**config.mk**
```make
export PLATFORM = sky130hd
export DESIGN_NAME = cache_tlb_event_selector
export DESIGN_NICKNAME = d
export VERILOG_FILES = /design/src/rtl/perf_sel_pkg.sv /design/src/rtl/sel_event_if.sv /design/src/rtl/cache_state_matcher.sv /design/src/rtl/cache_tlb_event_selector.sv
export SDC_FILE = /design/constraint.sdc
export NUM_CORES = 1
export LEC_CHECK = 0
export BUFFER_PORTS_ARGS = -buffer_cell sky130_fd_sc_hd__buf_2
export CORE_UTILIZATION = 51
export CTS_BUF_LIST = sky130_fd_sc_hd__clkbuf_8
export DETAILED_ROUTE_END_ITERATION = 8
export GPL_TIMING_DRIVEN = 1
export PLACE_DENSITY_LB_ADDON = 0.15
export SETUP_SLACK_MARGIN = 0.15
export SLEW_MARGIN = 10
export SYNTH_ARGS = -nofsm -noshare
export SYNTH_HDL_FRONTEND = slang
export SYNTH_SLANG_ARGS = --single-unit
export TNS_END_PERCENT = 1
```
**constraint.sdc**
```tcl
create_clock -name clk_sys -period 2.27 [get_ports clk_sys]
set_clock_uncertainty 0.05 [all_clocks]
set_input_delay 0.1135 -clock clk_sys [delete_from_list [all_inputs] [get_ports clk_sys]]
set_output_delay 0.1135 -clock clk_sys [all_outputs]
set_load 0.005 [all_outputs]
```
**src/rtl/perf_sel_pkg.sv**
```systemverilog
// constants, field layout and event table of the cache and tlb event selector
// assumes a 32-bit classic wishbone slave with byte addresses
package perf_sel_pkg;
	// register byte offsets
	localparam int ADDR_W = 4;
	localparam logic [ADDR_W-1:0] OFF_SELECT = 4'h0;
	localparam logic [ADDR_W-1:0] OFF_COUNT = 4'h4;
	localparam logic [ADDR_W-1:0] OFF_STATUS = 4'h8;
	// select register fields
	localparam int SEL_CODE_LSB = 0;
	localparam int SEL_MASK_LSB = 8;
	localparam int SEL_EN_BIT = 16;
	localparam logic [31:0] SEL_USED = 32'h0001_ffff;
	// status register bits
	localparam int STAT_OVF_BIT = 0;
	localparam int STAT_LISTED_BIT = 1;
	localparam int STAT_HALT_BIT = 2;
	localparam int STAT_WALK_BIT = 3;
	localparam int STAT_HIT_BIT = 4;
	// values after reset
	localparam logic [31:0] RST_SELECT = 32'h0000_0000;
	localparam logic [31:0] RST_COUNT = 32'h0000_0000;
	localparam logic [31:0] RST_DATA = 32'h0000_0000;
	// event codes
	localparam logic [7:0] EV_L2_DATA = 8'h26;
	localparam logic [7:0] EV_OWN_WRITE = 8'h27;
	localparam logic [7:0] EV_L1_WB = 8'h28;
	localparam logic [7:0] EV_LLC = 8'h2e;
	localparam logic [7:0] EV_UNHALTED = 8'h3c;
	localparam logic [7:0] EV_DATA_TLB = 8'h49;
	// unit masks compared whole
	localparam logic [7:0] UM_LLC_MISS = 8'h41;
	localparam logic [7:0] UM_LLC_REF = 8'h4f;
	localparam logic [7:0] UM_CORE_CYC = 8'h00;
	localparam logic [7:0] UM_REF_CYC = 8'h01;
	// unit mask bits of the tlb event
	localparam int DT_WALK_START_BIT = 0;
	localparam int DT_WALK_DONE_BIT = 1;
	localparam int DT_WALK_CYC_BIT = 2;
	localparam int DT_SECOND_LEVEL_TLB_HIT_BIT = 4;
	localparam int DT_LOW_ADDR_BIT = 5;
	// cache line state, used as a bit index into a mask nibble
	typedef enum logic [1:0] {ST_I, ST_S, ST_E, ST_M} line_state_t;
	// one accepted code and mask pair
	typedef struct packed {
		logic [7:0] code;
		logic [7:0] mask;
	} combo_t;
	localparam int NUM_COMBOS = 36;
	localparam combo_t COMBOS [NUM_COMBOS] = '{
		'{EV_L2_DATA, 8'h01}, '{EV_L2_DATA, 8'h02}, '{EV_L2_DATA, 8'h04}, '{EV_L2_DATA, 8'h08},
		'{EV_L2_DATA, 8'h0f}, '{EV_L2_DATA, 8'h10}, '{EV_L2_DATA, 8'h20}, '{EV_L2_DATA, 8'h40},
		'{EV_L2_DATA, 8'h80}, '{EV_L2_DATA, 8'hf0}, '{EV_L2_DATA, 8'hff},
		'{EV_OWN_WRITE, 8'h01}, '{EV_OWN_WRITE, 8'h02}, '{EV_OWN_WRITE, 8'h08}, '{EV_OWN_WRITE, 8'h0e},
		'{EV_OWN_WRITE, 8'h0f}, '{EV_OWN_WRITE, 8'h10}, '{EV_OWN_WRITE, 8'h20}, '{EV_OWN_WRITE, 8'h40},
		'{EV_OWN_WRITE, 8'h80}, '{EV_OWN_WRITE, 8'he0}, '{EV_OWN_WRITE, 8'hf0},
		'{EV_L1_WB, 8'h01}, '{EV_L1_WB, 8'h02}, '{EV_L1_WB, 8'h04}, '{EV_L1_WB, 8'h08}, '{EV_L1_WB, 8'h0f},
		'{EV_LLC, UM_LLC_MISS}, '{EV_LLC, UM_LLC_REF}, '{EV_UNHALTED, UM_CORE_CYC}, '{EV_UNHALTED, UM_REF_CYC},
		'{EV_DATA_TLB, 8'h01}, '{EV_DATA_TLB, 8'h02}, '{EV_DATA_TLB, 8'h04}, '{EV_DATA_TLB, 8'h10}, '{EV_DATA_TLB, 8'h20}
	};
endpackage

```
**src/rtl/sel_event_if.sv**
```systemverilog
// bundle between the selector top and its cache state matcher
// assumes both ends run on the same clock
`timescale 1ns/1ps
interface sel_event_if;
	import perf_sel_pkg::*;
	logic [7:0] code;
	logic [7:0] umask;
	logic l2d_valid;
	logic l2d_prefetch;
	logic l2d_pf_own;
	line_state_t l2d_state;
	logic own_valid;
	logic own_lock;
	logic own_prefetch;
	line_state_t own_state;
	logic wb_valid;
	line_state_t wb_state;
	logic hit;
	modport owner (output code, umask, l2d_valid, l2d_prefetch, l2d_pf_own, l2d_state,
		own_valid, own_lock, own_prefetch, own_state, wb_valid, wb_state, input hit);
	modport matcher (input code, umask, l2d_valid, l2d_prefetch, l2d_pf_own, l2d_state,
		own_valid, own_lock, own_prefetch, own_state, wb_valid, wb_state, output hit);
endinterface

```
**src/rtl/cache_state_matcher.sv**
```systemverilog
// matches second-level lookups, ownership writes and writebacks against the mask
// assumes the owner gates the result with the accepted-combination check
`timescale 1ns/1ps
module cache_state_matcher
	import perf_sel_pkg::*;
(
	sel_event_if.matcher ev
);
	// one mask nibble holds one bit per line state
	function automatic logic nib_hit(input logic [3:0] nib, input line_state_t st);
		return nib[st];
	endfunction

	line_state_t eff_state;

	// an ownership prefetch cannot be served by a shared copy
	always_comb begin
		eff_state = ev.l2d_state;
		if (ev.l2d_prefetch && ev.l2d_pf_own && ev.l2d_state == ST_S) begin
			eff_state = ST_I;
		end
	end

	// per-state bits are or-ed, so combined masks need no special case
	always_comb begin
		ev.hit = 1'b0;
		case (ev.code)
			EV_L2_DATA: begin
				if (ev.l2d_prefetch) begin
					ev.hit = ev.l2d_valid && nib_hit(ev.umask[7:4], eff_state);
				end else begin
					ev.hit = ev.l2d_valid && nib_hit(ev.umask[3:0], eff_state);
				end
			end
			EV_OWN_WRITE: begin
				if (ev.own_lock) begin
					ev.hit = ev.own_valid && nib_hit(ev.umask[7:4], ev.own_state);
				end else begin
					// only demand stores count here
					ev.hit = ev.own_valid && !ev.own_prefetch && nib_hit(ev.umask[3:0], ev.own_state);
				end
			end
			EV_L1_WB: begin
				ev.hit = ev.wb_valid && nib_hit(ev.umask[3:0], ev.wb_state);
			end
			default: begin
				ev.hit = 1'b0;
			end
		endcase
	end
endmodule

```
**src/rtl/cache_tlb_event_selector.sv**
```systemverilog
// cache and tlb event selector with one 32-bit event counter
// assumes event inputs come from logic on clk_sys, a classic wishbone master,
// and at most one occurrence per cycle for the selected code
//
// What this block does
// code 26H, masks 20H 40H 80H count prefetch hits by state; F0H all prefetches.
// a prefetch ownership request on a shared line counts as miss, prefetch read as hit.
// code 26H mask FFH counts every second-level data request, demand and prefetch.
// code 27H masks 01H 02H 08H count demand store ownership by invalid, shared, modified.
// code 27H mask 0EH counts store ownership hits; 0FH counts all of them.
// store ownership requests counted under 27H masks 01H-0FH are demand only, never prefetch; locked masks 10H-F0H also count prefetches.
// code 27H masks 10H-80H count locked requests by state; E0H hits, F0H all.
// code 28H counts first-level writebacks by target state; 0FH counts all.
// code 2EH counts last-level misses with 41H and references with 4FH.
// code 3CH mask 00H counts every clock cycle the thread is not halted.
// code 3CH mask 01H counts timestamp reference ticks while not halted.
// code 49H mask 01H counts second-level tlb misses that start a page walk.
// code 49H mask 02H counts second-level tlb misses whose walk completed.
// code 49H mask 04H counts every cycle spent in a page walk.
// code 49H mask 10H counts first-level tlb misses hitting second-level tlb.
// code 49H mask 20H counts misses due to the low address part, 2M pages included.
// only listed code and mask pairs count; any other pair leaves the counter alone.
// per-state mask bits within one code are or-ed together.
`timescale 1ns/1ps
module cache_tlb_event_selector
	import perf_sel_pkg::*;
(
	input wire logic clk_sys,
	input wire logic resetn,
	// wishbone slave
	input wire logic wb_cyc_i,
	input wire logic wb_stb_i,
	input wire logic wb_we_i,
	input wire logic [ADDR_W-1:0] wb_adr_i,
	input wire logic [3:0] wb_sel_i,
	input wire logic [31:0] wb_dat_i,
	output logic [31:0] wb_dat_o,
	output logic wb_ack_o,
	// second-level data lookups
	input wire logic l2d_valid,
	input wire logic l2d_prefetch,
	input wire logic l2d_pf_own,
	input wire logic [1:0] l2d_state,
	// second-level ownership writes
	input wire logic own_valid,
	input wire logic own_lock,
	input wire logic own_prefetch,
	input wire logic [1:0] own_state,
	// first-level writebacks
	input wire logic wb_line_valid,
	input wire logic [1:0] wb_line_state,
	// last-level cache
	input wire logic llc_ref,
	input wire logic llc_miss,
	// thread clock state
	input wire logic thread_halted,
	input wire logic ref_tick,
	// data translation
	input wire logic walk_start,
	input wire logic walk_done,
	input wire logic walk_active,
	input wire logic second_level_tlb_hit,
	input wire logic low_addr_miss
);
	// accepted pair lookup, shared by the counting and status paths
	function automatic logic combo_listed(input logic [7:0] code, input logic [7:0] mask);
		logic found;
		found = 1'b0;
		for (int i = 0; i < NUM_COMBOS; i++) begin
			if (COMBOS[i].code == code && COMBOS[i].mask == mask) begin
				found = 1'b1;
			end
		end
		return found;
	endfunction

	// byte-lane merge for wishbone writes
	function automatic logic [31:0] lane_merge(input logic [31:0] old_v, input logic [31:0] new_v,
		input logic [3:0] sel);
		logic [31:0] res;
		res = old_v;
		for (int b = 0; b < 4; b++) begin
			if (sel[b]) begin
				res[b*8 +: 8] = new_v[b*8 +: 8];
			end
		end
		return res;
	endfunction

	logic [31:0] select_ff;
	logic [31:0] count_ff;
	logic ovf_ff;
	logic last_hit_ff;
	logic ack_ff;
	logic [31:0] rdata_ff;
	logic [7:0] sel_code;
	logic [7:0] sel_mask;
	logic sel_en;
	logic listed;
	logic other_hit;
	logic count_inc;
	logic bus_req;
	logic wr_select;
	logic wr_count;
	logic wr_status;
	logic [31:0] nxt_count;
	logic [31:0] rd_mux;

	sel_event_if ev_bus();

	// select register fields
	assign sel_code = select_ff[SEL_CODE_LSB +: 8];
	assign sel_mask = select_ff[SEL_MASK_LSB +: 8];
	assign sel_en = select_ff[SEL_EN_BIT];

	// hand the cache state events to the matcher
	assign ev_bus.code = sel_code;
	assign ev_bus.umask = sel_mask;
	assign ev_bus.l2d_valid = l2d_valid;
	assign ev_bus.l2d_prefetch = l2d_prefetch;
	assign ev_bus.l2d_pf_own = l2d_pf_own;
	assign ev_bus.l2d_state = line_state_t'(l2d_state);
	assign ev_bus.own_valid = own_valid;
	assign ev_bus.own_lock = own_lock;
	assign ev_bus.own_prefetch = own_prefetch;
	assign ev_bus.own_state = line_state_t'(own_state);
	assign ev_bus.wb_valid = wb_line_valid;
	assign ev_bus.wb_state = line_state_t'(wb_line_state);

	cache_state_matcher u_matcher (
		.ev(ev_bus.matcher)
	);

	// unlisted pairs never count, even if some mask bit would match
	assign listed = combo_listed(sel_code, sel_mask);

	// events decoded here: last-level cache, cycles and translation
	always_comb begin
		other_hit = 1'b0;
		case (sel_code)
			EV_LLC: begin
				if (sel_mask == UM_LLC_MISS) begin
					other_hit = llc_miss;
				end else if (sel_mask == UM_LLC_REF) begin
					other_hit = llc_ref;
				end
			end
			EV_UNHALTED: begin
				if (sel_mask == UM_CORE_CYC) begin
					// every clk_sys edge is a thread cycle here
					other_hit = !thread_halted;
				end else if (sel_mask == UM_REF_CYC) begin
					// reference ticks stop with the thread, like the core cycles
					other_hit = ref_tick && !thread_halted;
				end
			end
			EV_DATA_TLB: begin
				other_hit = (sel_mask[DT_WALK_START_BIT] && walk_start)
					|| (sel_mask[DT_WALK_DONE_BIT] && walk_done)
					|| (sel_mask[DT_WALK_CYC_BIT] && walk_active)
					|| (sel_mask[DT_SECOND_LEVEL_TLB_HIT_BIT] && second_level_tlb_hit)
					|| (sel_mask[DT_LOW_ADDR_BIT] && low_addr_miss);
			end
			default: begin
				other_hit = 1'b0;
			end
		endcase
	end

	// one occurrence per cycle; the two paths never match the same code
	assign count_inc = sel_en && listed && (ev_bus.hit || other_hit);

	// bus decode: one request per cycle, answered on the next edge
	assign bus_req = wb_cyc_i && wb_stb_i && !ack_ff;
	assign wr_select = bus_req && wb_we_i && wb_adr_i == OFF_SELECT;
	assign wr_count = bus_req && wb_we_i && wb_adr_i == OFF_COUNT;
	assign wr_status = bus_req && wb_we_i && wb_adr_i == OFF_STATUS;

	// a software load wins over a same-cycle event, so the loaded value is exact
	always_comb begin
		nxt_count = count_ff;
		if (wr_count) begin
			nxt_count = lane_merge(count_ff, wb_dat_i, wb_sel_i);
		end else if (count_inc) begin
			nxt_count = count_ff + 32'h0000_0001;
		end
	end

	// read data mux; unmapped offsets read as zero
	always_comb begin
		rd_mux = RST_DATA;
		case (wb_adr_i)
			OFF_SELECT: begin
				rd_mux = select_ff;
			end
			OFF_COUNT: begin
				rd_mux = count_ff;
			end
			OFF_STATUS: begin
				rd_mux[STAT_OVF_BIT] = ovf_ff;
				rd_mux[STAT_LISTED_BIT] = listed;
				rd_mux[STAT_HALT_BIT] = thread_halted;
				rd_mux[STAT_WALK_BIT] = walk_active;
				rd_mux[STAT_HIT_BIT] = last_hit_ff;
			end
			default: begin
				rd_mux = RST_DATA;
			end
		endcase
	end

	// select register; unused bits are kept at zero
	always_ff @(posedge clk_sys) begin
		if (!resetn) begin
			select_ff <= RST_SELECT;
		end else if (wr_select) begin
			select_ff <= lane_merge(select_ff, wb_dat_i, wb_sel_i) & SEL_USED;
		end
	end

	// event counter; wraps through zero and flags it
	always_ff @(posedge clk_sys) begin
		if (!resetn) begin
			count_ff <= RST_COUNT;
		end else begin
			count_ff <= nxt_count;
		end
	end

	// sticky wrap flag, write one to clear; a wrap in the clearing cycle wins
	always_ff @(posedge clk_sys) begin
		if (!resetn) begin
			ovf_ff <= 1'b0;
		end else if (!wr_count && count_inc && count_ff == '1) begin
			ovf_ff <= 1'b1;
		end else if (wr_status && wb_sel_i[0] && wb_dat_i[STAT_OVF_BIT]) begin
			ovf_ff <= 1'b0;
		end
	end

	// last cycle's count decision, for software polling
	always_ff @(posedge clk_sys) begin
		if (!resetn) begin
			last_hit_ff <= 1'b0;
		end else begin
			last_hit_ff <= count_inc;
		end
	end

	// ack one cycle after the request, dropped the cycle after
	always_ff @(posedge clk_sys) begin
		if (!resetn) begin
			ack_ff <= 1'b0;
		end else begin
			ack_ff <= bus_req;
		end
	end

	// read data captured with a read request, held until the next read
	always_ff @(posedge clk_sys) begin
		if (!resetn) begin
			rdata_ff <= RST_DATA;
		end else if (bus_req && !wb_we_i) begin
			rdata_ff <= rd_mux;
		end
	end

	assign wb_ack_o = ack_ff;
	assign wb_dat_o = rdata_ff;
endmodule

```
# Word-level counts from Yosys, hierarchy flattened
# Index checks and enable logic that the tools add are counted.
classes:
  add_sub_neg: 1
  n_mul: 0
  div_mod_pow: 0
  magnitude_cmp: 3
  eq_ne: 38
  shift: 0
  mux: 65
  bitwise: 0
  reduce_logical: 84
ops:
  columns: ["operator", "n"]
  rows:
  - ["2-to-1 mux 32 bit", 2]
  - ["logical AND 1 bit", 63]
  - ["case mux 27 bit (2 select lines)", 1]
  - ["2-to-1 mux 1 bit", 49]
  - ["== test 6 x 8 -> 1 bit, first input constant", 6]
  - ["== test 8 x 6 -> 1 bit, second input constant", 5]
  - ["adder 32 x 1 -> 32 bit, second input constant", 1]
  - ["== test 32 bit, second input constant", 1]
  - ["== test 7 x 8 -> 1 bit, first input constant", 4]
  - ["== test 8 bit, first input constant", 4]
  - ["2-to-1 mux 8 bit", 4]
  - ["== test 4 x 8 -> 1 bit, first input constant", 3]
  - ["== test 8 x 7 -> 1 bit, second input constant", 3]
  - ["case mux 5 bit (3 select lines)", 1]
  - ["AND reduction 2 bit", 7]
  - ["binary-select mux 1 bit (select 2 bit)", 5]
  - ["< comparator 2 x 3 -> 1 bit, second input constant", 3]
  - ["== test 1 x 8 -> 1 bit, first input constant", 1]
  - ["== test 2 x 8 -> 1 bit, first input constant", 1]
  - ["== test 3 x 8 -> 1 bit, first input constant", 1]
  - ["== test 5 x 8 -> 1 bit, first input constant", 1]
  - ["== test 8 x 1 -> 1 bit, second input constant", 1]
  - ["logical NOT 8 bit", 1]
  - ["inequality test 2 bit, second input constant", 4]
  - ["9 further kinds", 19]
word_totals:
  register_bits: 84
  latch_bits: 0
  mem_bits_rw: 0
  rom_bits: 0
  output_inout_bits: 33
  memories: 0

# Depth between registers and ports, before layout
# Gate-level depths: netlist of run 1.
depth:
  depth_word: 43
  mapped_depth: 12

# Hierarchy
# From an unflattened synthesis of run 1, not the netlist that was laid out.
unflattened:
  cells_unflattened: 591
  hier_area_um2: 4804.6
by_module_without_submodules:
  columns: ["mod", "n_inst", "cells_each", "area_per_inst_um2", "seq_area_each_um2"]
  rows:
  - ["cache_tlb_event_selector", 1, 564, 4564.4, 1681.6]
  - ["cache_state_matcher", 1, 27, 240.2, 0.0]

# Worst setup path after synthesis of run 1
# No wires, ideal clock.
synth_path:
  path_type: "register to register"
  start: "register select_ff[10]"
  end: "register count_ff[22]"
  setup_ns: 0.133
  arrival_ns: 2.237
  required_time_ns: 2.087
  setup_slack_ns: -0.150
  path_stages_with_launch: 11
  n_path_buf: 3
  period_less_slack_ns: 2.420
  path_cell_list: "dfxtp_1 buf_2 buf_2 or3_1 o31ai_1 a311oi_1 o2111ai_4 nand3_4 buf_2 o311ai_0 a31oi_1"
synth_via:
  elab_chain_cells: 42
synth_rtl:
  columns: ["item", "line_no", "source"]
  rows:
  - ["start, declared", "cache_tlb_event_selector.sv:90", "logic [31:0] select_ff;"]
  - ["start signal, assigned", "cache_tlb_event_selector.sv:217", "select_ff <= lane_merge(select_ff, wb_dat_i, wb_sel_i) & SEL_USED;"]
  - ["== test 1 x 8 -> 1 bit", "cache_tlb_event_selector.sv:70, cache_tlb_event_selector.sv:152", null]
  - ["logical AND 1 bit", "cache_tlb_event_selector.sv:70", "if (COMBOS[i].code == code && COMBOS[i].mask == mask) begin"]
  - ["2-to-1 mux 1 bit (36 in series)", "cache_tlb_event_selector.sv:70", null]
  - ["logical AND 1 bit", "cache_tlb_event_selector.sv:171", "assign count_inc = sel_en && listed && (ev_bus.hit || other_hit);"]
  - ["logical AND 1 bit (*)", "cache_tlb_event_selector.sv:171", null]
  - ["nonzero test 2 bit (no line) (*)", null, null]
  - ["AND reduction 2 bit (no line) (*)", null, null]
  - ["end signal, assigned", "cache_tlb_event_selector.sv:226", "count_ff <= nxt_count;"]
  - ["end, declared", "cache_tlb_event_selector.sv:91", "logic [31:0] count_ff;"]
# Mark *: on every way between the ends. The rest lies on a longest branch, timed or not. The select of a mux whose other input is x is not followed.
# A chain may end at the register's enable or synchronous reset.

# Worst setup path in the final report of run 1
layout_path:
  start: "register select_ff[1]"
  end: "register count_ff[7]"
layout_via:
  elab_chain_cells: 42
layout_rtl:
  columns: ["item", "line_no"]
  rows:
  - ["== test 6 x 8 -> 1 bit", "cache_state_matcher.sv:27, cache_tlb_event_selector.sv:70"]
  - ["logical AND 1 bit", "cache_tlb_event_selector.sv:70"]
  - ["2-to-1 mux 1 bit (36 in series)", "cache_tlb_event_selector.sv:70"]
  - ["logical AND 1 bit", "cache_tlb_event_selector.sv:171"]
  - ["logical AND 1 bit (*)", "cache_tlb_event_selector.sv:171"]
  - ["nonzero test 2 bit (no line) (*)", null]
  - ["AND reduction 2 bit (no line) (*)", null]
# Mark *: on every way between the ends. The rest lies on a longest branch, timed or not.

==> impl_metrics.toml, run 1 <==
[floorplanning]
rows = 34
die_w_um = 98.7
initial_utilization = 0.536
design.core.area_sq_mm = 0.00889
pin_count = 100
fp.dieH_um = 98.7
dieArea_sq_mm = 0.00974

[critical_path]
reg2reg_to = "count_ff[7]"
r2r_start = "select_ff[1]"
ff2ff_path_depth = 9
r2r_slack_ns = -0.33
path_class = "register to register"
critPathMaxFanout = 5
arrival_ns = 2.84
cp-start-kind = "register"
endpoint = "count_ff[7]"
crit_required_ns = 2.51
endpoint_kind = "register"
startpoint = "select_ff[1]"

[hold_path]
hold_start = "wb_dat_i[20]"
holdCritPathClass = "primary input to register"

[pwr]
total_power_mw = 2.90
seq_power_share = 0.511
p_int_mw = 2.12
p_per_area_mw_per_mm2 = 419
combPwrFrac = 0.075
clockPowerShare = 0.414
switching_share = 0.270
p_leak_nw = 2.80
ir_drop_v = 0.000340
p_sw_mw = 0.782

[logic_synthesis]
ys.flop_type = "dfxtp_1"
synthTopCellsByArea = "dfxtp_1 35%, nand2_1 5.6%, nor2_1 5.3%"
syn_nets = 668
synth.avg_cell_area_sq_um = 7.95
synth_edf_count = 0
postSynthCellCount = 600
yosysWarnings = 0
synthMostInstantiatedCell = "dfxtp_1"
ys_seq_elements = 84
async_flop_share = 0
seq_area_frac_synth = 0.353
yosysTopAreaCellShare = 0.353
synth_common_cells = "84 x dfxtp_1, 71 x nand2_1, 67 x nor2_1, 39 x a21oi_1, 31 x clkbuf_1"
netlist.top_cell.by_area = "dfxtp_1"
syn_area_sq_mm = 0.00477
synth_cell_types = 70

[sta]
setup_slack_ns = -0.325
fin_hold_ws_ns = 0.0441
fin_crit_ns = 2.60
hold_viol_final = 0
relSlewSlack = 0.642
fmax_mhz = 385
tightestPinTransition_ns = 0.530
min_period_over_period = 1.14
maxSlewViolCount = 0
report.final.setup_viol = 34
rsz0062_at_grt = "true"

[detailed_routing]
drt_wl_total_mm = 17.6
drtPass1Iterations = 8
drtAntennaViolNets = 0
viasPerCell = 6.41
drt_iter0_drc = 666
via_count = 5791
wl_per_cell_um = 19.4
drcViolationCount = 0

[status]
status = "finished with violations"
violations = "setup timing"

[place]
postPlaceCellArea_sq_mm = 0.00605
place_hpwl_mm = 12.3
port_buffers = 99
pre_cts_ws_ns = -0.426
gp_congestion = 1.00

[final_layout]
drive_above_1_share = 0.374
diodes = 0
area_growth_syn_to_layout_pct = 45.3
fin_nets = 859
finish.instance_area_sq_mm = 0.00693

[global_route]
track_usage = 0.349
antenna_found_initial = 0
grt_pass1_vias = 5477
grt_max_degree = 37
grt_pass1_wl_mm = 26.9
grt.overflow.total = 0

[clock_network]
htreeDepth = 3
tritoncts = "built"
clock_path_buffers = 2
cts_buffers = 9
path_clk_slew_ns = 0.10
cts_sinks = 84
cts_root_buf = "clkbuf_8"
insertion_delay_ns = 0.37

[run]
maxCapViolCount = 0
-- registers in the layout, summed over array words and instances, names as in the netlist --
register / flops
count_ff: 32
wb_dat_o: 32
select_ff: 17
last_hit_ff: 1
ovf_ff: 1
wb_ack_o: 1
-- routing by layer --
layer  track usage  wire length (um)  vias up
met5             0                 0        -
met4         0.137               456        0
met3        0.0667              1500       62
met2         0.573              8240      332
met1         0.456              7350     2751
li1              -                 -     2646
-- what timing repair did --
item / 4_1_cts / 5_1_grt
setup endpoints to repair: 35 / 35
cloned: 0 / 1
endpoints found under the hold margin: 24 / 0
gates resized for setup: 47 / 35
pin swaps: 13 / 19
buffers inserted: 2 / 6
hold buffers: 20 / 0
-- how the worst min path moves through the flow --
| stage | to | slack, ns | depth (start not counted) |
|---|---|---|---|
| after floorplan | select_ff[1] | 0.20 | 2 |
| after global placement | select_ff[16] | 0.32 | 3 |
| after detailed placement | select_ff[16] | 0.32 | 3 |
| after CTS | select_ff[16] | 0.04 | 4 |
| after global routing | count_ff[20] | 0.06 | 3 |
| final | count_ff[20] | 0.04 | 3 |
-- area by class of cell --
cell class / count / area (sq um)
flip-flops and latches: 84 / 1710
clock buffers: 9 / 124
clock inverters: 7 / 93.8
multi-input cells: 462 / 3220
inverters: 7 / 26.3
repair buffers: 227 / 1620
well taps: 108 / 135
fillers: 642 / 1970
-- cells by family after synthesis --
| kind of cell | Yosys count | synth area share |
|---|---|---|
| compound gates | 171 | 0.254 |
| xor+xnor | 4 | 0.00735 |
| fa+ha+maj | 1 | 0.00262 |
| buf+inv | 54 | 0.0493 |
| flops | 84 | 0.353 |
| mux | 14 | 0.0407 |
| simple gates | 272 | 0.293 |
-- worst max-delay path: stages (launching register included) --
cell and delay [ns]:
dfxtp_2 0.34, buf_6 0.13, nor4_4 0.22, nand4_1 0.18, or4_4 0.48, o2111ai_4 0.28, nand3_4 0.15, buf_4 0.18
or3_1 0.34, a31oi_1 0.18
-- stage by stage --
| step | std cells | setup TNS, ns | util |
|---|---|---|---|
| 2_1_floorplan | 600 | -1.29 | - |
| 3_3_place_gp | 859 | -12.50 | 0.680 |
| 3_5_place_dp | 859 | -11.12 | 0.680 |
| 4_1_cts | 897 | -6.54 | 0.750 |
| 5_1_grt | 904 | -10.62 | 0.779 |
| 6_report | 904 | -7.37 | 0.779 |
-- cell usage in the layout, fill, tap and decap left out, types with 15 or more instances in the layout --
cell / n
nand3_1: 23
o21ai_0: 20
nor3_1: 15
dlygate4sd3_1: 20
buf_2: 99
a21oi_1: 36
dfxtp_1: 72
a22oi_1: 17
buf_4: 93
and3_1: 18
nor2_1: 66
nand2_1: 71
-- power groups by stage --
| stage | Clock (mW) | Combinational, mW | Sequential (mW) |
|---|---|---|---|
| after floorplan | 0 | 0.0749 | 1.52 |
| after global placement | 0 | 0.176 | 1.52 |
| after detailed placement | 0 | 0.179 | 1.52 |
| after CTS | 1.21 | 0.208 | 1.49 |
| after global routing | 1.26 | 0.231 | 1.49 |
| final | 1.20 | 0.218 | 1.48 |
Power figures use the tool's default switching activity.
==> run 2: changes to the inputs <==
- BUFFER_PORTS_ARGS: -buffer_cell sky130_fd_sc_hd__buf_2 -> -buffer_cell sky130_fd_sc_hd__buf_4
- RECOVER_POWER: unset -> 50
==> impl_metrics.toml, run 2 (synthesis results as in run 1) <==
[status]
status = "finished with violations"
violations = "setup timing"

[detailed_routing]
drt_iter0_drc = 470
drcViolationCount = 0
drt_wl_total_mm = 17.3
drtAntennaViolNets = 0
viasPerCell = 6.45
drtPass1Iterations = 8
wl_per_cell_um = 19.3
via_count = 5762

[final_layout]
drive_above_1_share = 0.368
multiInputGateArea_sq_mm = 0.00319
diodes = 0
nFillCells = 641
finish.instance_area_sq_mm = 0.00705
register_area_sq_mm = 0.00170
final_common_cell = "buf_4"
area_growth_syn_to_layout_pct = 48.0
final_cell_mix = "149 x buf_4, 73 x dfxtp_1, 71 x nand2_1, 66 x nor2_1, 38 x a21oi_1"
final_util = 0.793
fin_nets = 849

[sta]
relSlewSlack = 0.585
fin_crit_ns = 2.61
rsz0062_at_grt = "true"
setup_slack_ns = -0.336
fmax_mhz = 384
hold_viol_final = 0
maxSlewViolCount = 0
min_period_over_period = 1.15
tightestPinTransition_ns = 0.622
report.final.setup_viol = 35
fin_hold_ws_ns = 0.0336

[pwr]
p_leak_nw = 2.77
switching_share = 0.245
p_sw_mw = 0.729
total_power_mw = 2.98
p_per_area_mw_per_mm2 = 422
p_int_mw = 2.25
seq_power_share = 0.499
clockPowerShare = 0.418
combPwrFrac = 0.083
ir_drop_v = 0.000381

[critical_path]
worstPathCellList = "buf_12, nor4_4, nand4_1, or4_4, o2111ai_4, nand3_4, buf_6, o41ai_2, a21oi_1"
crit_family = "simple AND/OR/NAND/NOR gates"
reg2reg_to = "count_ff[11]"
crit_required_ns = 2.44
endpoint_kind = "register"
slowest_delay_ns = 0.46
slowest_stage = "or4_4"
r2r_slack_ns = -0.34
critPathMaxFanout = 5
path_class = "register to register"
arrival_ns = 2.78
ff2ff_path_depth = 9
r2r_start = "select_ff[2]"
path_buf_inv = 2
cp-start-kind = "register"
worst-path-stages = 9

[clock_network]
cts_buffers = 9
tritoncts = "built"
cts_sinks = 84
path_clk_slew_ns = 0.09
htreeDepth = 3
clock_path_buffers = 2
cts_root_buf = "clkbuf_8"
insertion_delay_ns = 0.36

[hold_path]
holdCritPathClass = "primary input to register"
hold_start = "wb_dat_i[12]"
min_to = "select_ff[12]"
whs_path_depth = 3

[run]
maxCapViolCount = 0

[place]
place_hpwl_mm = 12.0
pre_cts_ws_ns = -0.447
gp_congestion = 0.952
postPlaceCellArea_sq_mm = 0.00628
port_buffers = 99

[global_route]
grt.overflow.total = 0
grt_max_degree = 34
track_usage = 0.349
grt_pass1_vias = 5421
grt_pass1_wl_mm = 27.1
antenna_found_initial = 0

[floorplanning]
design.core.area_sq_mm = 0.00889
initial_utilization = 0.536
dieArea_sq_mm = 0.00974
fp.dieH_um = 98.7
die_w_um = 98.7
rows = 34
pin_count = 100
## run 2: worst max path at each step
stage                         to  slack, ns          start
floorplan           count_ff[15]       -0.1   select_ff[2]
global placement     count_ff[6]      -0.40  select_ff[13]
detailed placement   count_ff[6]      -0.45  select_ff[13]
CTS                 count_ff[15]      -0.31   select_ff[2]
global route        count_ff[11]      -0.46  select_ff[13]
finish              count_ff[11]      -0.34   select_ff[2]
## run 2: power groups by stage
stage          registers [mW]  clock network, mW  logic [mW]
6_report                 1.49               1.24       0.246
4_1_cts                  1.49               1.26       0.238
3_3_place_gp             1.52                  0       0.206
5_1_grt                  1.49               1.30       0.263
3_5_place_dp             1.52                  0       0.208
2_1_floorplan            1.52                  0      0.0749
## run 2: metrics by stage
stage | std cells | setup TNS (ns)
floorplan | 600 | -1.29
global placement | 852 | -9.89
detailed placement | 852 | -11.93
CTS | 889 | -7.87
global route | 894 | -11.11
finish | 894 | -7.63
## run 2: final cells by class
type,instances,area share
well taps,108,0.0192
flip-flops and latches,84,0.241
repair buffers,217,0.251
inverters,7,0.00372
clock buffers,9,0.0176
clock inverters,7,0.0145
multi-input cells,462,0.452
## run 2: layer usage
metal	up-vias	share of wire	global-route usage
li1	2636	-	-
met4	0	0.014	0.0804
met2	319	0.48	0.582
met5	-	0	0
met3	27	0.084	0.0532
met1	2780	0.43	0.477
## run 2: what timing repair did
item	in CTS	in global routing
hold endpoints to repair	19	0
resized for setup	40	31
setup endpoints to repair	35	35
pin swaps	11	28
buffers inserted	2	5
hold buffers	19	0
## run 2: worst register-to-register path, cell delays in order, from the launching register on
cell	delay, ns
dfxtp_4	0.37
buf_12	0.13
nor4_4	0.27
nand4_1	0.16
or4_4	0.46
o2111ai_4	0.27
nand3_4	0.15
buf_6	0.17
o41ai_2	0.37
a21oi_1	0.09
==> run 3: changes to the inputs <==
- CORE_UTILIZATION: 51 -> 46
==> impl_metrics.toml, run 3 (synthesis results as in run 1) <==
[status]
status = "finished with violations"
violations = "setup timing"

[detailed_routing]
drtAntennaViolNets = 0
drcViolationCount = 0
drt_wl_total_mm = 17.2
drtPass1Iterations = 9
wl_per_cell_um = 18.6
via_count = 5603
viasPerCell = 6.04
drt_iter0_drc = 502

[floorplanning]
rows = 36
pin_count = 100
dieArea_sq_mm = 0.0108
fp.dieH_um = 104
design.core.area_sq_mm = 0.00991
die_w_um = 104
initial_utilization = 0.481

[global_route]
grt_max_degree = 35
grt_pass1_wl_mm = 27.8
track_usage = 0.319
grt.overflow.total = 0
grt_pass1_vias = 5361
antenna_found_initial = 0

[critical_path]
crit_required_ns = 2.50
endpoint = "count_ff[10]"
critPathMaxFanout = 6
arrival_ns = 2.94
r2r_start = "select_ff[15]"
ff2ff_path_depth = 11
endpoint_kind = "register"
cp-start-kind = "register"
path_class = "register to register"
startpoint = "select_ff[15]"
r2r_slack_ns = -0.44
reg2reg_to = "count_ff[10]"

[pwr]
p_leak_nw = 2.75
ir_drop_v = 0.000468
total_power_mw = 2.74
p_per_area_mw_per_mm2 = 392

[clock_network]
cts_buffers = 9
clock_path_buffers = 2
insertion_delay_ns = 0.37
cts_root_buf = "clkbuf_8"
path_clk_slew_ns = 0.10
cts_sinks = 84
tritoncts = "built"
htreeDepth = 3

[place]
place_hpwl_mm = 12.5
dp_cells = 881
port_buffers = 99
gp_congestion = 0.941

[sta]
tightestPinTransition_ns = 0.472
fin_crit_ns = 2.71
relSlewSlack = 0.681
report.final.setup_viol = 34
min_period_over_period = 1.19
fmax_mhz = 369
rsz0062_at_grt = "true"
hold_viol_final = 0
maxSlewViolCount = 0
setup_slack_ns = -0.441

[run]
maxCapViolCount = 0

[final_layout]
diodes = 0
area_growth_syn_to_layout_pct = 46.9
final_common_cell = "buf_4"
drive_above_1_share = 0.355
final_cell_mix = "161 x buf_4, 72 x dfxtp_1, 70 x nand2_1, 67 x nor2_1, 38 x a21oi_1"
fin_nets = 857
final_cells = 927

[hold_path]
holdCritPathClass = "primary input to register"
[run 3: layout make-up]
| class | count | area (sq um) |
|---|---|---|
| Timing Repair Buffer | 225 | 1790 |
| Clock buffer | 9 | 124 |
| Clock inverter | 7 | 52.6 |
| Multi-Input combinational cell | 462 | 3140 |
| Tap cell | 133 | 166 |
| Inverter | 7 | 26.3 |
| Sequential cell | 84 | 1710 |
| Fill cell | 827 | 2910 |
[run 3: repair_timing]
action / CTS / global route
endpoints found under the hold margin: 24 / 0
setup endpoints to repair: 35 / 41
buffers inserted: 11 / 0
resized for setup: 41 / 20
hold buffers: 19 / 0
pin swaps: 26 / 10
[run 3: where the power goes]
part | internal [mW] | switching [mW]
Clock | 0.405 | 0.605
Combinational | 0.136 | 0.113
Sequential | 1.47 | 0.00974
Total | 2.01 | 0.727
[run 3: worst min-delay path by stage]
stage	endpoint	slack, ns	cells after the start	from
after detailed placement	select_ff[16]	0.32	3	wb_dat_i[16]
after CTS	count_ff[31]	0.03	3	wb_sel_i[3]
final	count_ff[31]	0.04	3	wb_sel_i[3]
after global placement	select_ff[16]	0.32	3	wb_dat_i[16]
after floorplan	select_ff[1]	0.20	2	wb_dat_i[1]
after global routing	count_ff[26]	0.05	3	wb_dat_i[26]
[run 3: metal layers]
metal  GRT usage  vias to the layer above  wire length, um
li1            -                     2645                -
met1       0.433                     2665             7430
met3      0.0642                       35             1360
met4       0.111                        0              466
met5           0                        -                0
met2       0.504                      258             7990
[run 3: critical path, stage by stage, from the launching register on]
cell	delay (ns)
dfxtp_1	0.38
buf_4	0.19
nor4bb_1	0.39
nand3_1	0.23
nor3_1	0.22
buf_4	0.16
a311oi_4	0.05
o2111ai_4	0.16
nand3_4	0.16
buf_6	0.17
o31a_1	0.29
o21a_1	0.18
[run 3: stage by stage]
| step | hold WS, ns | cell area, sq um | worst slack (ns) | util | TNS [ns] |
|---|---|---|---|---|---|
| after global placement | 0.317 | 6290 | -0.414 | 0.635 | -10.58 |
| after floorplan | 0.196 | 4850 | -0.0970 | - | -1.29 |
| final | 0.0422 | 7000 | -0.441 | 0.707 | -12.04 |
| after detailed placement | 0.322 | 6290 | -0.426 | 0.635 | -10.92 |
| after CTS | 0.0282 | 6920 | -0.308 | 0.698 | -7.88 |
| after global routing | 0.0496 | 7000 | -0.614 | 0.707 | -17.23 |
